`src/hw/odd_pkg.sv`:
```
package odd_pkg;
  localparam int DATA_W = 32;
  localparam int RF_AW = 4;
  localparam logic [7:0] ADDR_CTRL = 8'h00;
  localparam logic [7:0] ADDR_STATUS = 8'h04;
  localparam logic [7:0] ADDR_COUNT = 8'h08;
  localparam logic [7:0] ADDR_PC = 8'h0c;
  localparam int CTRL_EN_BIT = 0;
  localparam int CTRL_KERNEL_BIT = 1;
  localparam logic [1:0] CTRL_RESET = 2'h1;
  localparam int ST_PRIV_BIT = 0;
  localparam int ST_ILL_BIT = 1;
  localparam int ST_CLASS_LSB = 4;
  localparam int ST_EXT_LSB = 8;
  localparam int ST_BASE_LSB = 12;
  localparam logic [31:0] PC_RESET = 32'h0000_0000;
  localparam logic [7:0] OPC_ESCAPE = 8'h30;
  localparam logic [2:0] MAX_OPERANDS = 3'h4;
  localparam logic [3:0] MODE_REG = 4'h4;
  localparam logic [3:0] MODE_REG_DEF = 4'h5;
  localparam logic [3:0] MODE_FRAME_SO = 4'h6;
  localparam logic [3:0] MODE_ARG_SO = 4'h7;
  localparam logic [3:0] MODE_WDISP = 4'h8;
  localparam logic [3:0] MODE_WDISP_DEF = 4'h9;
  localparam logic [3:0] MODE_HDISP = 4'ha;
  localparam logic [3:0] MODE_HDISP_DEF = 4'hb;
  localparam logic [3:0] MODE_BDISP = 4'hc;
  localparam logic [3:0] MODE_BDISP_DEF = 4'hd;
  localparam logic [3:0] MODE_EXPAND = 4'he;
  localparam logic [3:0] MODE_NEG_LIT = 4'hf;
  localparam logic [3:0] REG_FRAME = 4'h9;
  localparam logic [3:0] REG_ARG = 4'ha;
  localparam logic [3:0] REG_PSW = 4'hb;
  localparam logic [3:0] REG_PCBP = 4'hd;
  localparam logic [3:0] REG_ISP = 4'he;
  localparam logic [3:0] REG_PC = 4'hf;

  typedef enum logic [3:0] {
    CL_POS_LIT, CL_NEG_LIT, CL_REG, CL_REG_DEF, CL_SHORT_OFF, CL_DISP,
    CL_DISP_DEF, CL_IMM, CL_ABS, CL_ABS_DEF, CL_EXPAND
  } odd_class_t;

  typedef enum {ST_OPC, ST_OPC2, ST_DESC, ST_EXT, ST_EMIT} odd_state_t;

  function automatic logic [2:0] odd_ext_len(input logic [3:0] m,
                                             input logic [3:0] r);
    case (m)
      MODE_REG: return (r == REG_PC) ? 3'h4 : 3'h0;
      MODE_REG_DEF: return (r == REG_PC) ? 3'h2 : 3'h0;
      MODE_FRAME_SO: return (r == REG_PC) ? 3'h1 : 3'h0;
      MODE_ARG_SO: return (r == REG_PC) ? 3'h4 : 3'h0;
      MODE_WDISP, MODE_WDISP_DEF: return 3'h4;
      MODE_HDISP, MODE_HDISP_DEF: return 3'h2;
      MODE_BDISP, MODE_BDISP_DEF: return 3'h1;
      MODE_EXPAND: return (r == REG_PC) ? 3'h4 : 3'h0;
      default: return 3'h0;
    endcase
  endfunction : odd_ext_len

  function automatic odd_class_t odd_class(input logic [3:0] m,
                                           input logic [3:0] r);
    case (m)
      MODE_REG: return (r == REG_PC) ? CL_IMM : CL_REG;
      MODE_REG_DEF: return (r == REG_PC) ? CL_IMM : CL_REG_DEF;
      MODE_FRAME_SO: return (r == REG_PC) ? CL_IMM : CL_SHORT_OFF;
      MODE_ARG_SO: return (r == REG_PC) ? CL_ABS : CL_SHORT_OFF;
      MODE_WDISP, MODE_HDISP, MODE_BDISP: return CL_DISP;
      MODE_WDISP_DEF, MODE_HDISP_DEF, MODE_BDISP_DEF: return CL_DISP_DEF;
      MODE_EXPAND: return (r == REG_PC) ? CL_ABS_DEF : CL_EXPAND;
      MODE_NEG_LIT: return CL_NEG_LIT;
      default: return CL_POS_LIT;
    endcase
  endfunction : odd_class
endpackage : odd_pkg

```
`src/hw/odd_rf_if.sv`:
```
`timescale 1ns/1ps
`default_nettype none
interface odd_rf_if;
  logic [odd_pkg::RF_AW-1:0] raddr;
  logic [odd_pkg::DATA_W-1:0] rdata;
  logic wr_go;
  logic [odd_pkg::RF_AW-1:0] waddr;
  logic [odd_pkg::DATA_W-1:0] wdata;
  modport ctrl (output raddr, wr_go, waddr, wdata, input rdata);
  modport mem (input raddr, wr_go, waddr, wdata, output rdata);
endinterface : odd_rf_if
`default_nettype wire

```
`src/hw/odd_regfile.sv`:
```
`timescale 1ns/1ps
`default_nettype none
module odd_regfile #(
  parameter int DEPTH = 16
) (
  input wire logic pclk,
  input wire logic presetn,
  odd_rf_if.mem rf
);
  import odd_pkg::*;

  logic [DATA_W-1:0] mem_q [DEPTH];
  logic [DATA_W-1:0] rdata_reg;

  always_ff @(posedge pclk) begin
    if (rf.wr_go) begin
      mem_q[rf.waddr] <= rf.wdata;
    end
  end

  always_ff @(posedge pclk or negedge presetn) begin
    if (!presetn) begin
      rdata_reg <= '0;
    end else begin
      rdata_reg <= mem_q[rf.raddr];
    end
  end

  assign rf.rdata = rdata_reg;
endmodule : odd_regfile
`default_nettype wire

```
`src/hw/operand_descriptor_decoder.sv`:
```
// Overview of operation
// - Low nibble register, high nibble mode.
// - Modes 0-3 give unsigned six-bit literal.
// - Mode 4 register; register 15 word immediate.
// - Mode 5 register deferred; 15 halfword immediate.
// - Mode 6 frame pointer offset; 15 byte immediate.
// - Mode 7 argument pointer offset; 15 absolute.
// - Modes 8, A, C register plus displacement.
// - Modes 9, B, D displacement deferred.
// - Mode E expanded type; 15 absolute deferred.
// - Mode F negative literal, -1 to -16.
// - Expanded type adds one byte, keeps lengths.
// - Opcode of one or two bytes, four operands.
// - Privileged register writes outside kernel trap.
// - Program counter used implicitly by control flow.
// - Short offsets only 0 to 14.
// - Registers 0-2 serve as implied arguments.
// - Byte and halfword displacements are sign-extended.
// - Multi-byte data assembled low byte first.
//
// Implementation choices: the register addresses and the APB register port.
`timescale 1ns/1ps
`default_nettype none
module operand_descriptor_decoder #(
  parameter int ADDR_W = 8,
  parameter int RF_DEPTH = 16
) (
  input wire logic pclk,
  input wire logic presetn,
  input wire logic psel,
  input wire logic penable,
  input wire logic pwrite,
  input wire logic [ADDR_W-1:0] paddr,
  input wire logic [31:0] pwdata,
  output logic [31:0] prdata,
  output logic pready,
  output logic pslverr,
  input wire logic in_valid,
  input wire logic [7:0] in_byte,
  input wire logic [2:0] in_operands,
  output logic in_ready,
  input wire logic wr_en,
  input wire logic [3:0] wr_sel,
  input wire logic [31:0] wr_data,
  output logic dec_valid,
  output odd_pkg::odd_class_t dec_class,
  output logic [3:0] dec_base,
  output logic [2:0] dec_ext,
  output logic [31:0] dec_value,
  output logic [31:0] dec_addr,
  output logic dec_deferred,
  output logic dec_expanded,
  output logic [3:0] dec_type,
  output logic dec_illegal,
  output logic priv_exc,
  output logic [31:0] program_counter
);
  import odd_pkg::*;

  function automatic logic is_priv(input logic [3:0] r);
    return (r == REG_PSW) || (r == REG_PCBP) || (r == REG_ISP);
  endfunction : is_priv

  function automatic logic [31:0] sext(input logic [31:0] d,
                                       input logic [2:0] n);
    case (n)
      3'h1: return {{24{d[7]}}, d[7:0]};
      3'h2: return {{16{d[15]}}, d[15:0]};
      default: return d;
    endcase
  endfunction : sext

  odd_rf_if rf ();

  odd_regfile #(.DEPTH(RF_DEPTH)) u_regfile (
    .pclk(pclk),
    .presetn(presetn),
    .rf(rf)
  );

  odd_state_t state_reg, state_next;
  logic [1:0] ctrl_reg;
  logic priv_sticky_reg, ill_sticky_reg;
  logic [31:0] count_reg, pc_reg, pc_desc_reg;
  logic [2:0] opnd_left_reg, ext_need_reg, ext_got_reg;
  logic [3:0] mode_reg, rsel_reg, base_sel_reg, type_reg;
  odd_class_t cls_reg;
  logic expanded_reg;
  logic [31:0] ext_data_reg;
  logic [7:0] first_ext_reg;
  logic [RF_AW-1:0] raddr_reg;
  logic in_ready_reg, dec_valid_reg, dec_deferred_reg, dec_expanded_reg;
  logic dec_illegal_reg, priv_exc_reg;
  odd_class_t dec_class_reg;
  logic [3:0] dec_base_reg, dec_type_reg;
  logic [2:0] dec_ext_reg;
  logic [31:0] dec_value_reg, dec_addr_reg;
  logic pready_reg, pslverr_reg;
  logic [31:0] prdata_reg;

  logic in_fire, expand_now, priv_block, pc_load;
  logic [3:0] in_mode, in_rsel, base_now;
  logic [2:0] need_now;
  logic [31:0] base_val, disp_sx, val_c, ea_c;

  assign in_mode = in_byte[7:4];
  assign in_rsel = in_byte[3:0];
  assign in_fire = in_valid && in_ready_reg;
  assign need_now = odd_ext_len(in_mode, in_rsel);
  assign expand_now = (in_mode == MODE_EXPAND) && (in_rsel != REG_PC)
                      && !expanded_reg;
  assign base_now = (in_mode == MODE_FRAME_SO) ? REG_FRAME :
                    (in_mode == MODE_ARG_SO) ? REG_ARG : in_rsel;

  always_comb begin
    state_next = state_reg;
    case (state_reg)
      ST_OPC: begin
        if (in_fire) begin
          if (in_byte == OPC_ESCAPE) begin
            state_next = ST_OPC2;
          end else if (in_operands != 3'h0) begin
            state_next = ST_DESC;
          end
        end
      end
      ST_OPC2: begin
        if (in_fire) begin
          state_next = (opnd_left_reg == 3'h0) ? ST_OPC : ST_DESC;
        end
      end
      ST_DESC: begin
        if (in_fire && !expand_now) begin
          state_next = (need_now == 3'h0) ? ST_EMIT : ST_EXT;
        end
      end
      ST_EXT: begin
        if (in_fire && ext_got_reg == ext_need_reg - 3'h1) begin
          state_next = ST_EMIT;
        end
      end
      ST_EMIT: state_next = (opnd_left_reg == 3'h1) ? ST_OPC : ST_DESC;
      default: state_next = ST_OPC;
    endcase
  end

  always_ff @(posedge pclk or negedge presetn) begin
    if (!presetn) begin
      state_reg <= ST_OPC;
      in_ready_reg <= 1'b0;
    end else begin
      state_reg <= state_next;
      in_ready_reg <= ctrl_reg[CTRL_EN_BIT] && (state_next != ST_EMIT);
    end
  end

  always_ff @(posedge pclk or negedge presetn) begin
    if (!presetn) begin
      opnd_left_reg <= 3'h0;
    end else if (state_reg == ST_OPC && in_fire) begin
      opnd_left_reg <= (in_operands > MAX_OPERANDS) ? MAX_OPERANDS
                                                    : in_operands;
    end else if (state_reg == ST_EMIT) begin
      opnd_left_reg <= opnd_left_reg - 3'h1;
    end
  end

  // Descriptor capture; the base register read starts here.
  always_ff @(posedge pclk or negedge presetn) begin
    if (!presetn) begin
      mode_reg <= 4'h0;
      rsel_reg <= 4'h0;
      base_sel_reg <= 4'h0;
      cls_reg <= CL_POS_LIT;
      ext_need_reg <= 3'h0;
      expanded_reg <= 1'b0;
      type_reg <= 4'h0;
      raddr_reg <= '0;
      pc_desc_reg <= PC_RESET;
    end else if (state_reg == ST_DESC && in_fire) begin
      if (expand_now) begin
        expanded_reg <= 1'b1;
        type_reg <= in_rsel;
      end else begin
        mode_reg <= in_mode;
        rsel_reg <= in_rsel;
        cls_reg <= odd_class(in_mode, in_rsel);
        ext_need_reg <= need_now;
        pc_desc_reg <= pc_reg;
        base_sel_reg <= base_now;
        raddr_reg <= base_now;
      end
    end else if (state_reg == ST_EMIT) begin
      expanded_reg <= 1'b0;
    end
  end

  always_ff @(posedge pclk or negedge presetn) begin
    if (!presetn) begin
      ext_got_reg <= 3'h0;
      ext_data_reg <= 32'h0;
      first_ext_reg <= 8'h0;
    end else if (state_reg == ST_DESC) begin
      ext_got_reg <= 3'h0;
      ext_data_reg <= 32'h0;
    end else if (state_reg == ST_EXT && in_fire) begin
      ext_got_reg <= ext_got_reg + 3'h1;
      ext_data_reg <= ext_data_reg | ({24'h0, in_byte} << {ext_got_reg, 3'h0});
      if (ext_got_reg == 3'h0) begin
        first_ext_reg <= in_byte;
      end
    end
  end

  assign base_val = (base_sel_reg == REG_PC) ? pc_desc_reg : rf.rdata;
  assign disp_sx = sext(ext_data_reg, ext_need_reg);

  always_comb begin
    val_c = 32'h0;
    ea_c = 32'h0;
    case (cls_reg)
      CL_POS_LIT: val_c = {26'h0, mode_reg[1:0], rsel_reg};
      CL_NEG_LIT: val_c = {24'hffffff, mode_reg, rsel_reg};
      CL_REG: val_c = base_val;
      CL_REG_DEF: ea_c = base_val;
      CL_SHORT_OFF: ea_c = base_val + {28'h0, rsel_reg};
      CL_DISP, CL_DISP_DEF: begin
        val_c = disp_sx;
        ea_c = base_val + disp_sx;
      end
      CL_IMM: val_c = disp_sx;
      CL_ABS, CL_ABS_DEF: begin
        val_c = ext_data_reg;
        ea_c = ext_data_reg;
      end
      default: val_c = 32'h0;
    endcase
  end

  always_ff @(posedge pclk or negedge presetn) begin
    if (!presetn) begin
      dec_valid_reg <= 1'b0;
      dec_class_reg <= CL_POS_LIT;
      dec_base_reg <= 4'h0;
      dec_ext_reg <= 3'h0;
      dec_value_reg <= 32'h0;
      dec_addr_reg <= 32'h0;
      dec_deferred_reg <= 1'b0;
      dec_expanded_reg <= 1'b0;
      dec_type_reg <= 4'h0;
      dec_illegal_reg <= 1'b0;
    end else begin
      dec_valid_reg <= (state_reg == ST_EMIT);
      if (state_reg == ST_EMIT) begin
        dec_class_reg <= cls_reg;
        dec_base_reg <= base_sel_reg;
        dec_ext_reg <= ext_need_reg;
        dec_value_reg <= val_c;
        dec_addr_reg <= ea_c;
        dec_deferred_reg <= (cls_reg == CL_DISP_DEF) ||
                            (cls_reg == CL_ABS_DEF);
        dec_expanded_reg <= expanded_reg;
        dec_type_reg <= type_reg;
        dec_illegal_reg <= (rsel_reg == REG_PSW) &&
                           (cls_reg == CL_REG_DEF || cls_reg == CL_DISP ||
                            cls_reg == CL_DISP_DEF);
      end
    end
  end

  assign priv_block = wr_en && is_priv(wr_sel) && !ctrl_reg[CTRL_KERNEL_BIT];
  assign pc_load = wr_en && (wr_sel == REG_PC);
  assign rf.wr_go = wr_en && !priv_block && !pc_load;
  assign rf.waddr = wr_sel;
  assign rf.wdata = wr_data;
  // The base read is issued while the descriptor is offered, so the
  // register contents are ready by the report cycle.
  assign rf.raddr = (state_reg == ST_DESC) ? base_now : raddr_reg;

  always_ff @(posedge pclk or negedge presetn) begin
    if (!presetn) begin
      pc_reg <= PC_RESET;
    end else if (pc_load) begin
      pc_reg <= wr_data;
    end else if (in_fire) begin
      pc_reg <= pc_reg + 32'h1;
    end
  end

  always_ff @(posedge pclk or negedge presetn) begin
    if (!presetn) begin
      priv_exc_reg <= 1'b0;
    end else begin
      priv_exc_reg <= priv_block;
    end
  end

  logic apb_setup, apb_wr, apb_hit;
  logic [31:0] status_c, rd_c;
  assign apb_setup = psel && !penable;
  assign apb_wr = psel && penable && pready_reg && pwrite && !pslverr_reg;
  assign apb_hit = (paddr == ADDR_CTRL) || (paddr == ADDR_STATUS) ||
                   (paddr == ADDR_COUNT) || (paddr == ADDR_PC);

  always_comb begin
    status_c = 32'h0;
    status_c[ST_PRIV_BIT] = priv_sticky_reg;
    status_c[ST_ILL_BIT] = ill_sticky_reg;
    status_c[ST_CLASS_LSB +: 4] = dec_class_reg;
    status_c[ST_EXT_LSB +: 3] = dec_ext_reg;
    status_c[ST_BASE_LSB +: 4] = dec_base_reg;
    case (paddr)
      ADDR_CTRL: rd_c = {30'h0, ctrl_reg};
      ADDR_STATUS: rd_c = status_c;
      ADDR_COUNT: rd_c = count_reg;
      ADDR_PC: rd_c = pc_reg;
      default: rd_c = 32'h0;
    endcase
  end

  always_ff @(posedge pclk or negedge presetn) begin
    if (!presetn) begin
      pready_reg <= 1'b0;
      pslverr_reg <= 1'b0;
      prdata_reg <= 32'h0;
    end else begin
      pready_reg <= apb_setup;
      pslverr_reg <= apb_setup && !apb_hit;
      prdata_reg <= (apb_setup && !pwrite) ? rd_c : 32'h0;
    end
  end

  always_ff @(posedge pclk or negedge presetn) begin
    if (!presetn) begin
      ctrl_reg <= CTRL_RESET;
    end else if (apb_wr && paddr == ADDR_CTRL) begin
      ctrl_reg <= pwdata[1:0];
    end
  end

  // Sticky flags: a new event wins over a write-one clear.
  always_ff @(posedge pclk or negedge presetn) begin
    if (!presetn) begin
      priv_sticky_reg <= 1'b0;
      ill_sticky_reg <= 1'b0;
    end else begin
      if (priv_block) begin
        priv_sticky_reg <= 1'b1;
      end else if (apb_wr && paddr == ADDR_STATUS && pwdata[ST_PRIV_BIT]) begin
        priv_sticky_reg <= 1'b0;
      end
      if (dec_valid_reg && dec_illegal_reg) begin
        ill_sticky_reg <= 1'b1;
      end else if (apb_wr && paddr == ADDR_STATUS && pwdata[ST_ILL_BIT]) begin
        ill_sticky_reg <= 1'b0;
      end
    end
  end

  always_ff @(posedge pclk or negedge presetn) begin
    if (!presetn) begin
      count_reg <= 32'h0;
    end else if (state_reg == ST_EMIT) begin
      count_reg <= count_reg + 32'h1;
    end
  end

  assign prdata = prdata_reg;
  assign pready = pready_reg;
  assign pslverr = pslverr_reg;
  assign in_ready = in_ready_reg;
  assign dec_valid = dec_valid_reg;
  assign dec_class = dec_class_reg;
  assign dec_base = dec_base_reg;
  assign dec_ext = dec_ext_reg;
  assign dec_value = dec_value_reg;
  assign dec_addr = dec_addr_reg;
  assign dec_deferred = dec_deferred_reg;
  assign dec_expanded = dec_expanded_reg;
  assign dec_type = dec_type_reg;
  assign dec_illegal = dec_illegal_reg;
  assign priv_exc = priv_exc_reg;
  assign program_counter = pc_reg;
endmodule : operand_descriptor_decoder
`default_nettype wire

```
`config.mk`:
```
export PLATFORM = sky130hd
export DESIGN_NAME = operand_descriptor_decoder
export DESIGN_NICKNAME = d
export VERILOG_FILES = /design/src/hw/odd_pkg.sv /design/src/hw/odd_rf_if.sv /design/src/hw/odd_regfile.sv /design/src/hw/operand_descriptor_decoder.sv
export SDC_FILE = /design/constraint.sdc
export NUM_CORES = 1
export LEC_CHECK = 0
export BUFFER_PORTS_ARGS = -buffer_cell sky130_fd_sc_hd__buf_4
export CAP_MARGIN = 20
export CORE_AREA = 3 3 301 229
export DETAILED_ROUTE_END_ITERATION = 12
export DIE_AREA = 0 0 304 232
export GPL_TIMING_DRIVEN = 0
export PLACE_DENSITY = 0.79
export REMOVE_ABC_BUFFERS = 1
export SETUP_SLACK_MARGIN = 0.05
export SYNTH_ARGS = -nofsm -noshare
export SYNTH_HDL_FRONTEND = slang
export SYNTH_SLANG_ARGS = --single-unit
```
`constraint.sdc`:
```
create_clock -name pclk -period 10.1 [get_ports pclk]
set_input_delay 1.515 -clock pclk [delete_from_list [all_inputs] [get_ports pclk]]
set_output_delay 1.515 -clock pclk [all_outputs]
set_load 0.005 [all_outputs]
```
Yosys cells after proc, flatten, opt, wreduce, memory -nomap -nowiden
Memory sizes are Yosys's and may differ from the RTL's. A register that Yosys moved wholly into a read port is not among the register bits.
Index checks and enable logic that the tools add are counted.

operators by class
  equal/unequal tests = 46
  multiplexer cells = 47
  add/subtract/negate cells = 7
  reduce and logical (&&, ||, !) cells = 70
  magnitude comparators = 1
  shift-type cells = 1
  bitwise operators = 2

operator list
  operator                 count
  $mux W32                 12
  $pmux W32 S5             2
  $pmux W32 S4             2
  $eq A32 B3 Y1 const B    3
  $eq A4 B4 Y1 const B     17
  $add A32 B1 Y32 const B  2
  $eq A32 B2 Y1 const B    2
  $logic_not A32 Y1        2
  $pmux W32 S2             1
  $add A32 B32 Y32         1
  $add A32 B4 Y32          1
  $eq A32 B1 Y1 const B    1
  $eq A32 B4 Y1 const B    1
  $eq A4 B3 Y1 const B     8
  $ne A32 B4 Y1 const B    1
  $or A32 B32 Y32          1
  $pmux W4 S8              1
  $shl A8 B6 Y32           1
  $logic_and A1 B1 Y1      27
  $mux W3                  9
  $pmux W3 S6              1
  $eq A8 B4 Y1 const B     2
  $mux W4                  4
  $reduce_bool A2 Y1       6
  other kinds (24)         66

word-level totals
  bits in writable memories = 512
  output and inout port bits = 151
  register bits after elaboration = 313
  memories = 1

memory list
  memory           words  width  rd ports  clocked after memory_dff  write ports  RTL line           RTL
  u_regfile.mem_q  16     32     1         1                         1            odd_regfile.sv:12  logic [DATA_W-1:0] mem_q [DEPTH];

Longest topological paths before layout
  depth in word-level cells = 10
  mapped depth = 19
  mapped depth without buffers = 18

Cells and area by module
From an unflattened synthesis, not the netlist that was laid out.

second synthesis, totals
  cells, all modules = 2521
  area, all modules = 36149.7 um2

by module, submodules not included
  module                      cells each  instances  area each (um2)  sequential area each (um2)
  odd_regfile                 838         1          19995.4          16175.5
  operand_descriptor_decoder  1683        1          16154.2          7833.8

Worst setup path before layout
OpenSTA, ideal clock, no wires.

  path type = input -> register
  start = input port wr_sel[3]
  end = memory u_regfile.mem_q[0][0] (enable)
  data arrival time = 4.233 ns
  data required time = 9.639 ns
  buffers on the path = 0
  path slack = 5.406 ns
  stages = 2
  cells stage by stage = or3b_2 -> nor3_1

between the ends
  cells in the longest elaborated chain, start to end = 10
  elaborated cells on any way between the ends = 15

ends and longest elaborated chain
  element                            RTL line                           RTL
  start, declared                    operand_descriptor_decoder.sv:43   input wire logic [3:0] wr_sel,
  $eq A4 B4 Y1                       operand_descriptor_decoder.sv:61   return (r == REG_PSW) || (r == REG_PCBP) || (r == REG_ISP);
  $logic_or A1 B1 Y1 (2 in series)   operand_descriptor_decoder.sv:61
  $logic_and A1 B1 Y1 (2 in series)  operand_descriptor_decoder.sv:271  assign priv_block = wr_en && is_priv(wr_sel) && !ctrl_reg[CTRL_KERNEL_BIT];
  $logic_not A1 Y1                   operand_descriptor_decoder.sv:273  assign rf.wr_go = wr_en && !priv_block && !pc_load;
  $logic_and A1 B1 Y1 (2 in series)  operand_descriptor_decoder.sv:273
  $mux W1                            odd_regfile.sv:16                  if (rf.wr_go) begin
  $mux W1 (implied by the code)      odd_regfile.sv:17                  mem_q[rf.waddr] <= rf.wdata;
  end, declared                      odd_regfile.sv:12

Several ways; a longest one is shown, not always the timed one.

Final worst setup path
  start = register cls_reg[2]
  end = register dec_addr_reg[24], in the netlist dec_addr[24]

between the ends
  cells in the longest elaborated chain, start to end = 3
  elaborated cells on any way between the ends = 9

ends and longest elaborated chain
  element                                       RTL line                           RTL
  start, declared                               operand_descriptor_decoder.sv:87   odd_class_t cls_reg;
  start signal, assigned                        operand_descriptor_decoder.sv:187  cls_reg <= odd_class(in_mode, in_rsel);
  $eq A4 B4 Y1 or $eq A4 B3 Y1 (tied branches)  operand_descriptor_decoder.sv:221  case (cls_reg)
  $reduce_or A2 Y1 (on tied branches)           n/a
  $pmux W32 S4 (*)                              operand_descriptor_decoder.sv:221
  end signal, assigned                          operand_descriptor_decoder.sv:247  dec_addr_reg <= 32'h0;
  end signal, assigned                          operand_descriptor_decoder.sv:259  dec_addr_reg <= ea_c;
  end, declared                                 operand_descriptor_decoder.sv:97   logic [31:0] dec_value_reg, dec_addr_reg;

Mark *: on every way between the ends. The rest lies on a longest branch, timed or not.
A chain may end at the register's enable or synchronous reset.

==> qor.csv <==
stage,metric,value,unit
run_status,status,"finished, final reports clean",
timing,setup_tns,0,ns
placed_design,routabilityCongestion,0.874,
route,routed_wl,102000,µm
timing,tightest_slew,1.14,ns
worst_hold_path,hp-class,flop to flop,
route,met1_length,41300,µm
synthesis,synthArstFlopShare,40.3,%
synthesis,ys_seq_area_share,66.3,%
worst_setup_path,critical_path_class,flop to flop,
final_layout,fin_nets,3085,
clock_network,clock-sinks,857,
route,vias,24400,
placed_design,dp_hpwl,69000,µm
placed_design,dpl_worst_slack,4.89,ns
route,met3_length,10600,µm
timing,period_needed,5.35,ns
synthesis,synth.top_cells.by_area,"edfxtp_1 42%, dfrtp_1 24%, mux2i_1 8.2%",
power_and_ir_drop,leakagePower,18.4,nW
placed_design,portBuffers,214,
global_routing,grt_pass1_wl,151000,µm
final_layout,post-route-cell-area,0.0425,mm²
final_layout,drive_above_1_share,17.6,%
worst_setup_path,cp.required,10.59,ns
synthesis,yosysUniqueCellTypes,81,
global_routing,overflow,0,
synthesis,synth_edf_count,512,
placed_design,place_inst,3748,
worst_setup_path,crit_path_end_kind,flop,
floorplanning,fp.dieH,232,µm
global_routing,antenna_found_initial,4,
worst_setup_path,rr_endpoint,dec_addr[24],
synthesis,netlist.area_leader.share,42.4,%
clock_network,cts_resized,0,
route,viasPerCell,6.25,
route,drt-initial-drc-count,2827,
floorplanning,io_pins,245,
worst_setup_path,r2r_start,cls_reg[2],
timing,slew_viol_final,0,
final_layout,instances_no_fill,3901,
synthesis,netlist_top_cells_count,"512 x edfxtp_1, 344 x dfrtp_1, 295 x mux2i_1",
power_and_ir_drop,ir_worst_vdd,0.127,mV
placed_design,place_area,0.0398,mm²
clock_network,htree_levels,3,
floorplanning,die-area,0.0705,mm²
timing,rsz0062_at_grt,false,
synthesis,synthCells,2678,
final_layout,fillerInstances,4678,
timing,final.setup_skew,0.0264,ns
global_routing,grt_start_max_net_pins,131,
clock_network,cts_root_buffer,clkbuf_16,
worst_setup_path,startpoint_type,flop,
worst_setup_path,cp_max_fo,10,
synthesis,ys_warn_count,0,
timing,hold_violations,0,
clock_network,holdBufCountCts,0,
job,cap_violations,0,
floorplanning,initial_core_util,54.6,%
clock_network,postCtsSetupBuffers,0,
synthesis,syn_area_per_cell,13.5,µm²
global_routing,grt_pass1_vias,24000,
power_and_ir_drop,p_per_area,172,mW/mm²
route,highest_layer,met5,
worst_setup_path,worst-r2r-setup-slack,4.75,ns
route,avgRoutedWirePerCell,26.1,µm
synthesis,ys_ff_latch,857,
timing,setup_viol,0,
clock_network,clk_path_buf_depth,3,
final_layout,syn_to_final_growth,17.4,%
global_routing,grt_usage,28.6,%
synthesis,yosys.area.top_type,edfxtp_1,
final_layout,largest_reg_flops,512,
synthesis,synth_flop_cell,edfxtp_1,
clock_network,cts_tree,done,
worst_setup_path,endpoint,dec_addr[24],
worst_setup_path,cp-startpoint,cls_reg[2],
worst_setup_path,reg2reg_depth,16,
route,final_antenna_net_count,0,
clock_network,clk_pin_slew,0.06,ns
floorplanning,rows,82,
timing,finalCritPeriodShare,53.0,%
final_layout,top_register,u_regfile.mem_q,
worst_setup_path,cp.arrival,5.85,ns
route,drc,0,
route,drt_first_pass_iters,9,
timing,relSlewSlack,24.0,%
timing,fin_ws,4.75,ns
synthesis,yosysMostFrequentCell,edfxtp_1,
floorplanning,die_x,304,µm
synthesis,synth.cell_area,0.0362,mm²
timing,fmax,187,MHz
floorplanning,core,0.0664,mm²
route,wl_met2,46600,µm
clock_network,clk_latency,0.64,ns
clock_network,numCtsBuffers,81,
## per-stage QoR
stage                     util [%]  hold slack (ns)  total power, mW
after CTS                     64.0            0.481             7.33
after global placement        58.0            0.448             4.20
after floorplan                  -            0.435             4.01
after global routing          64.1            0.500             7.51
final                         64.1            0.482             7.30
after detailed placement      59.9            0.466             4.23
## layout make-up
cell class | instances | area [µm²] | share of cell area, %
Antenna cell | 2 | 5.00 | 0.0118
Clock buffer | 115 | 2290 | 5.38
Inverter | 40 | 150 | 0.353
Clock inverter | 35 | 458 | 1.08
Timing Repair Buffer | 282 | 2700 | 6.35
Multi-Input combinational cell | 1688 | 11800 | 27.8
Sequential cell | 857 | 24000 | 56.5
Tap cell | 882 | 1100 | 2.59
## layer usage
layer  up-vias  global-route usage (%)
li1      10500                       -
met1     12300                    40.1
met2      1342                    44.4
met3       229                    6.43
met4         2                    10.1
met5         -                       0
## power breakdown
| group | internal (mW) | switching (mW) | total [mW] |
|---|---|---|---|
| clock | 1.82 | 1.32 | 3.14 |
| combinational | 0.107 | 0.182 | 0.289 |
| sequential | 3.80 | 0.0752 | 3.87 |
## worst min-delay path by stage
stage,start,end,slack [ns],cells past startpoint
floorplan,type_reg[0],dec_type[0],0.43,2
global placement,type_reg[0],dec_type[0],0.45,2
detailed placement,count_reg[31],count_reg[31],0.47,1
CTS,priv_sticky_reg,priv_sticky_reg,0.48,1
global route,count_reg[31],count_reg[31],0.50,1
finish,dec_addr[9],dec_addr[9],0.48,2
## worst max-delay path, stage by stage (launching register included)
cell      delay, ns
dfrtp_1        0.55
nor2b_1        0.29
o21ai_1        0.31
nor2_1         0.62
mux2_2         0.42
ha_1           0.25
inv_1          0.09
fa_1           0.21
nor2b_1        0.07
o31a_1         0.27
o41a_1         0.47
a31o_2         0.35
a21oi_2        0.24
o21a_1         0.23
xnor2_1        0.08
a222oi_1       0.60
a21oi_1        0.14
## cells by family after synthesis
logic type / after synthesis / share of synthesized area, %
buffers and inverters: 193 / 2.25
AOI/OAI and AO/OA: 513 / 9.43
and+or+nand+nor: 602 / 7.59
adders and majority gates: 41 / 1.44
DFF: 857 / 66.3
other: 1 / 0.0104
xor gates and xnor gates: 100 / 2.42
muxes: 371 / 10.6
## cell usage in the layout, fill, tap and decap left out, types with 13 or more instances in the layout
cell type	n
clkbuf_1	23
mux2i_1	294
a21o_1	19
ha_1	40
xor2_1	38
clkbuf_16	83
a22oi_1	21
buf_4	225
xnor2_1	62
o21ai_0	125
nor2_4	13
dfrtp_1	344
buf_6	17
and3_1	19
a222oi_1	28
o21a_1	19
o211ai_1	15
conb_1	61
a22o_1	16
buf_12	26
o221ai_1	44
nand2_1	223
a21oi_1	78
nor3_1	55
mux2_2	74
nor2_1	144
edfxtp_1	512
inv_1	38
nand3_1	39
o22ai_1	98
nand4_1	13
and2_1	16
(Power assumes the default switching activity.)
